**config.mk**
```make
export PLATFORM = sky130hd
export DESIGN_NAME = srg_reset_gen
export DESIGN_NICKNAME = d
export VERILOG_FILES = /design/src/hdl/srg_pkg.sv /design/src/hdl/srg_reset_gen.sv
export SDC_FILE = /design/constraint.sdc
export NUM_CORES = 1
export LEC_CHECK = 0
export BUFFER_PORTS_ARGS = -buffer_cell sky130_fd_sc_hd__buf_2
export CAP_MARGIN = 15
export CORE_MARGIN = 1.5
export CORE_UTILIZATION = 30
export DETAILED_ROUTE_END_ITERATION = 12
export MAX_ROUTING_LAYER = met4
export REMOVE_ABC_BUFFERS = 1
export SKIP_LAST_GASP = 1
export SLEW_MARGIN = 5
export SYNTH_ARGS = -nofsm -noshare
export SYNTH_HDL_FRONTEND = slang
export SYNTH_SLANG_ARGS = --single-unit
```
**constraint.sdc**
```tcl
create_clock -name mclk_i -period 2.24 [get_ports mclk_i]
set_input_delay 0.448 -clock mclk_i [delete_from_list [all_inputs] [get_ports mclk_i]]
set_output_delay 0.448 -clock mclk_i [all_outputs]
set_load 0.01 [all_outputs]
```
**src/hdl/srg_pkg.sv**
```systemverilog
// Package with constants and types for the supervisor reset generator.
package srg_pkg;

    // Output variant chosen at build time
    typedef enum logic [1:0] {
        SRG_OUT_LOW_PP  = 2'b00,
        SRG_OUT_HIGH_PP = 2'b01,
        SRG_OUT_LOW_OD  = 2'b10
    } srg_variant_t;

    // Reset delay option chosen at build time
    typedef enum logic [1:0] {
        SRG_DLY_SHORT = 2'b00,
        SRG_DLY_MID   = 2'b01,
        SRG_DLY_LONG  = 2'b10
    } srg_delay_t;

    localparam int unsigned SRG_CLK_HZ = 100_000_000;
    localparam int unsigned SRG_CLK_NS = 10;

    // Minimum hold times in microseconds
    localparam int unsigned SRG_DLY_SHORT_US = 1090;
    localparam int unsigned SRG_DLY_MID_US = 17500;
    localparam int unsigned SRG_DLY_LONG_US = 140000;
    // Least times round up to whole cycles
    localparam int unsigned SRG_DLY_SHORT_CYC =
        (SRG_DLY_SHORT_US * 1000 + SRG_CLK_NS - 1) / SRG_CLK_NS;
    localparam int unsigned SRG_DLY_MID_CYC =
        (SRG_DLY_MID_US * 1000 + SRG_CLK_NS - 1) / SRG_CLK_NS;
    localparam int unsigned SRG_DLY_LONG_CYC =
        (SRG_DLY_LONG_US * 1000 + SRG_CLK_NS - 1) / SRG_CLK_NS;

    // Longest supply-drop to output latency
    localparam int unsigned SRG_TRIP_MAX_US = 50;
    localparam int unsigned SRG_TRIP_MAX_CYC =
        SRG_TRIP_MAX_US * 1000 / SRG_CLK_NS;

    // Minimum accepted manual low time, a plain default
    localparam int unsigned SRG_MR_MIN_US = 20;
    localparam int unsigned SRG_MR_MIN_CYC =
        (SRG_MR_MIN_US * 1000 + SRG_CLK_NS - 1) / SRG_CLK_NS;

    localparam int unsigned SRG_CNT_W = 24;
    localparam logic [SRG_CNT_W-1:0] SRG_CNT_ZERO = 24'h000000;
    localparam logic [SRG_CNT_W-1:0] SRG_CNT_ONE = 24'h000001;

    // Reset-cause vector
    typedef struct packed {
        logic power_up;
        logic under_trip;
        logic manual;
    } srg_cause_t;

    localparam srg_cause_t SRG_CAUSE_RST = 3'b100;

endpackage : srg_pkg

```
**src/hdl/srg_reset_gen.sv**
```systemverilog
// Supervisor reset generator: causes, filter, delay timer, output drive.

// Summary of operation
// [RL1] Reset asserted during power-up, supply under threshold, or manual low.
// [RL2] Low push-pull variant: low while under trip, then the selected delay hold (140 ms by default).
// [RL3] High push-pull variant: high while under trip, high for delay, low.
// [RL4] Open-drain variant pulls low while active, releases after delay.
// [RL5] Delay options hold at least 1.09 ms, 17.5 ms or 140 ms.
// [RL6] Manual input filtered; only a sustained low counts as a request.
// [RL7] Manual input active low, pulled up; high leaves other causes in charge.
// [RL8] Output polarity and drive style are build-time variants.
// [RL9] Delay timer starts once all causes clear; output clears at expiry.
// [RL10] Accepted supply drop asserts reset within 50 microseconds.
// [RL11] Delay and filter counted in clock cycles; restart on any new cause.
module srg_reset_gen
    import srg_pkg::*;
#(
    parameter srg_variant_t VARIANT = SRG_OUT_LOW_PP,
    parameter srg_delay_t DELAY_SEL = SRG_DLY_LONG,
    parameter int unsigned DLY_SHORT_CYC = SRG_DLY_SHORT_CYC,
    parameter int unsigned DLY_MID_CYC = SRG_DLY_MID_CYC,
    parameter int unsigned DLY_LONG_CYC = SRG_DLY_LONG_CYC,
    parameter int unsigned MR_MIN_CYC = SRG_MR_MIN_CYC
) (
    input wire logic mclk_i,
    input wire logic reset_i,
    input wire logic clk_en_i,
    input wire logic supply_below_trip_i,
    input wire logic manual_reset_request_n_i,
    output logic sys_reset_out_o,
    output logic sys_reset_oe_o,
    output logic reset_active_o
);

    // Selected delay, reduced to the counter width
    localparam int unsigned DLY_CYC =
        (DELAY_SEL == SRG_DLY_SHORT) ? DLY_SHORT_CYC :
        (DELAY_SEL == SRG_DLY_MID) ? DLY_MID_CYC : DLY_LONG_CYC; // see [RL5]
    localparam logic [SRG_CNT_W-1:0] DLY_LAST =
        SRG_CNT_W'(DLY_CYC - 1);
    localparam logic [SRG_CNT_W-1:0] MR_LAST =
        SRG_CNT_W'(MR_MIN_CYC - 1);

    // One flop per cause, each with its own process, packed below
    logic power_up_q;
    logic under_trip_q;
    logic manual_q;
    srg_cause_t cause_q;
    logic [SRG_CNT_W-1:0] mr_cnt_q;
    logic [SRG_CNT_W-1:0] dly_cnt_q;
    logic active_q;
    logic any_cause;

    // Power-up cause holds until the first enabled cycle after reset
    always_ff @(posedge mclk_i or posedge reset_i) begin
        if (reset_i) begin
            power_up_q <= 1'b1;
        end else if (clk_en_i) begin
            power_up_q <= 1'b0;
        end
    end

    // Supply comparator registered once: one cycle here, two cycles to the output pins
    always_ff @(posedge mclk_i or posedge reset_i) begin
        if (reset_i) begin
            under_trip_q <= 1'b1;
        end else if (clk_en_i) begin
            under_trip_q <= supply_below_trip_i; // see [RL10]
        end
    end

    // Manual low must last MR_MIN_CYC cycles; any high restarts the count
    always_ff @(posedge mclk_i or posedge reset_i) begin
        if (reset_i) begin
            mr_cnt_q <= SRG_CNT_ZERO;
            manual_q <= 1'b0;
        end else if (clk_en_i) begin
            if (manual_reset_request_n_i) begin
                mr_cnt_q <= SRG_CNT_ZERO; // see [RL7]
                manual_q <= 1'b0;
            end else if (mr_cnt_q >= MR_LAST) begin
                manual_q <= 1'b1; // see [RL6]
            end else begin
                mr_cnt_q <= mr_cnt_q + SRG_CNT_ONE; // see [RL11]
            end
        end
    end

    assign cause_q = {power_up_q, under_trip_q, manual_q};

    assign any_cause = cause_q.power_up | cause_q.under_trip |
                       cause_q.manual;

    // Delay timer: cleared while any cause stands, runs once all clear
    always_ff @(posedge mclk_i or posedge reset_i) begin
        if (reset_i) begin
            dly_cnt_q <= SRG_CNT_ZERO;
            active_q <= 1'b1;
        end else if (clk_en_i) begin
            if (any_cause) begin
                dly_cnt_q <= SRG_CNT_ZERO; // see [RL11]
                active_q <= 1'b1; // see [RL1]
            end else if (active_q) begin
                if (dly_cnt_q >= DLY_LAST) begin
                    active_q <= 1'b0; // see [RL9]
                end else begin
                    dly_cnt_q <= dly_cnt_q + SRG_CNT_ONE; // see [RL9]
                end
            end
        end
    end

    // Output pin stage; registered so the pin never glitches
    always_ff @(posedge mclk_i or posedge reset_i) begin
        if (reset_i) begin
            sys_reset_out_o <= (VARIANT == SRG_OUT_HIGH_PP);
            sys_reset_oe_o <= 1'b1;
            reset_active_o <= 1'b1;
        end else if (clk_en_i) begin
            reset_active_o <= any_cause | active_q;
            unique case (VARIANT) // see [RL8]
                SRG_OUT_LOW_PP: begin
                    sys_reset_out_o <= ~(any_cause | active_q); // see [RL2]
                    sys_reset_oe_o <= 1'b1;
                end
                SRG_OUT_HIGH_PP: begin
                    sys_reset_out_o <= any_cause | active_q; // see [RL3]
                    sys_reset_oe_o <= 1'b1;
                end
                SRG_OUT_LOW_OD: begin
                    sys_reset_out_o <= 1'b0;
                    sys_reset_oe_o <= any_cause | active_q; // see [RL4]
                end
                default: begin
                    sys_reset_out_o <= 1'b0;
                    sys_reset_oe_o <= 1'b1;
                end
            endcase
        end
    end

endmodule // srg_reset_gen

```
==> impl_metrics.toml <==
[outcome]
status = "finished clean"

[worst_setup_path]
r2r_setup_slack_ps = 110
crit_required_ps = 2480
r2r_end = "dly_cnt_q[22]$_DFFE_PP0P_"
crit_fanout = 40
reg2regPathDepth = 5
r2r_start = "dly_cnt_q[8]$_DFFE_PP0P_"
cp-end-kind = "register"
arrival_ps = 2370
cp-start-kind = "register"
critPathKind = "reg2reg"

[power]
power_w = 0.00217
p_leak_nw = 1.33
ir_worst_vdd_uv = 385
power_density_nw_per_um2 = 689

[grt]
grt-busiest-layer = "met2"
gr-total-overflow = 0
use_met1_pct = 16.9
grt_pass1_wl_mm = 10.3
grt_max_degree = 55
grt_usage_pct = 12.9
grt_pass1_vias = 2162
met3_usage_pct = 1.95
antenna_found_initial = 0
use_met2_pct = 20.4

[sta]
final-setup-viol-count = 0
rsz0062_at_grt = "yes"
fin_crit_ps = 2130
fin_worst_skew_ps = 12.1
drv_slew = 0
period_share_pct = 95.2
max_freq_mhz = 469
hold_violations = 0

[synth]
synth_top_area_share_pct = 44.2
synthArstFlopShare_pct = 100
ys_ff_latch = 54
ys_types = 45
synth_top_area_cell = "dfrtp_1"
synth_top_family_by_area = "simple AND/OR/NAND/NOR gates"
ys.flop_type = "dfrtp_1"
synthCells = 297
synth_fa_ha_area_share_pct = 0.885
synth_edf_count = 0
ys_seq_area_share_pct = 47.9
synth_warnings = 0
synth_area_leaders = "dfrtp_1, nand2_1, nand3_1, dfstp_2, o311ai_0"
synth_compound_area_share_pct = 13.4
synthSimpleGateAreaFrac_pct = 30.9
synthesis.area_um2 = 2830
synth_xor_area_share_pct = 1.86
muxShareOfSynthArea_pct = 0.796
syn_avg_cell_area_um2 = 9.53

[finish]
final_common_cell = "dfrtp_1"
drive_gt1_share_pct = 13.6
syn2layout_area_growth_pct = 11.2
final_cell_mix = "dfrtp_1, nand2_1, nand3_1"
finalNetCount = 314
instances_no_fill = 419
antenna_cells = 0

[detailed_routing]
drtAntennaViolNets = 0
route.detailed.drc = 0
via_per_inst = 5.36
drtIter0Drc = 179
routed_wl_mm = 5.85
drt_first_pass_iters = 4
wire_per_inst_um = 14.0
vias = 2245

[floorplanning]
coreArea_um2 = 9200
rows = 35
fp.dieArea_um2 = 10000
io_pins = 8
dieHeight_um = 100
start_util_pct = 30.8
die-width_um = 100

[placement]
dpl.cell_count = 411
hpwl_mm = 3.77
gp_congestion = 0.826
io_buffers = 6

[cts]
postCtsHoldBufs = 0
cts_tree = "built"
clock_latency_ps = 320
post_cts_buffers = 0
cts_num_sinks = 54
path_clk_slew_ps = 110
clockBufferDepth = 2
cts_root_buf = "clkbuf_8"
cts_buffers = 5
htree_levels = 2

[hold_path]
hold_class = "in2async"

[run]
max_cap_violations = 0
## power by group
group | internal (W) | leakage [nW] | total [W] | switching [W]
combinational | 0.000149 | 0.551 | 0.000356 | 0.000207
sequential | 0.00109 | 0.729 | 0.00122 | 0.000139
clock | 0.000235 | 0.0506 | 0.000588 | 0.000354
total | 0.00147 | 1.33 | 0.00217 | 0.000700
## through the flow
stage                     utilization [%]  setup TNS [ps]  hold slack [ps]  area (um^2)  setup WS (ps)
final                                34.2               0              156         3150            106
after CTS                            34.1               0              169         3140           43.3
after detailed placement             33.0               0              469         3040           69.6
after floorplan                         -           -6870              454         2740           -520
after global placement               33.0               0              469         3040            106
after global routing                 34.2           -17.7              186         3150          -17.7
## state kept, by name, indices dropped and copies added (netlist names)
register         flops
active_q             1
dly_cnt_q           24
manual_q             1
mr_cnt_q            24
power_up_q           1
reset_active_o       1
sys_reset_out_o      1
under_trip_q         1
## Yosys cell counts, types with 3 or more instances
cell type / count
dfrtp_1: 50
nand2_1: 39
nand3_1: 27
nor2_1: 22
and2_1: 15
clkbuf_1: 13
o311ai_0: 12
o211ai_1: 10
or4_1: 10
nand4_1: 9
inv_1: 6
nor3_1: 6
nor4_1: 6
xnor2_1: 6
and3_1: 5
o21ai_0: 5
a31oi_1: 4
dfstp_2: 4
or3_1: 4
or4b_1: 4
a21oi_1: 3
a41o_1: 3
nand3b_1: 3
o41ai_1: 3
## how the worst max path moves through the flow
stage / from / depth (start not counted) / end
final: dly_cnt_q[8]$_DFFE_PP0P_ / 5 / dly_cnt_q[22]$_DFFE_PP0P_
after global routing: dly_cnt_q[9]$_DFFE_PP0P_ / 5 / dly_cnt_q[23]$_DFFE_PP0P_
after floorplan: under_trip_q$_DFFE_PP1P_ / 5 / dly_cnt_q[17]$_DFFE_PP0P_
after CTS: dly_cnt_q[8]$_DFFE_PP0P_ / 5 / dly_cnt_q[22]$_DFFE_PP0P_
after detailed placement: dly_cnt_q[8]$_DFFE_PP0P_ / 5 / dly_cnt_q[23]$_DFFE_PP0P_
after global placement: dly_cnt_q[9]$_DFFE_PP0P_ / 5 / dly_cnt_q[23]$_DFFE_PP0P_
## worst max-delay path, stage by stage (launching register included)
cell and delay (ps):
dfrtp_1 460, and3_4 190, a311o_1 380, a31o_4 350
or4_1 570, o211ai_1 90
## routing by layer
layer	up-vias	share of wire [%]
met1	1073	50
met5	-	0
met4	0	1.1
li1	1128	-
met2	37	46
met3	7	2.8
## cells by family (layout without fill, tap and decap cells)
kind of cell             count (synthesis)  count (layout)
AND/OR/NAND/NOR                        158             158
flip-flops                              54              54
AO/OA/AOI/OAI                           49              49
buffers and inverters                   25              36
XOR/XNOR                                 6               6
adder cells (fa/ha/maj)                  2               2
multiplexers                             2               2
other                                    1               1
## layout make-up
cell class / count / area [um^2]
fillers: 953 / 6050
clock inverters: 3 / 28.8
well taps: 111 / 139
inverters: 7 / 26.3
flip-flops and latches: 54 / 1360
repair buffers: 21 / 155
multi-input cells: 218 / 1370
clock buffers: 5 / 68.8
## what timing repair did
| item | 4_1_cts | 5_1_grt |
|---|---|---|
| gates resized for setup | 0 | 1 |
| endpoints found under the setup margin | 0 | 21 |
| hold endpoints to repair | 0 | 0 |
No activity file was read; power rests on OpenSTA's default activity.
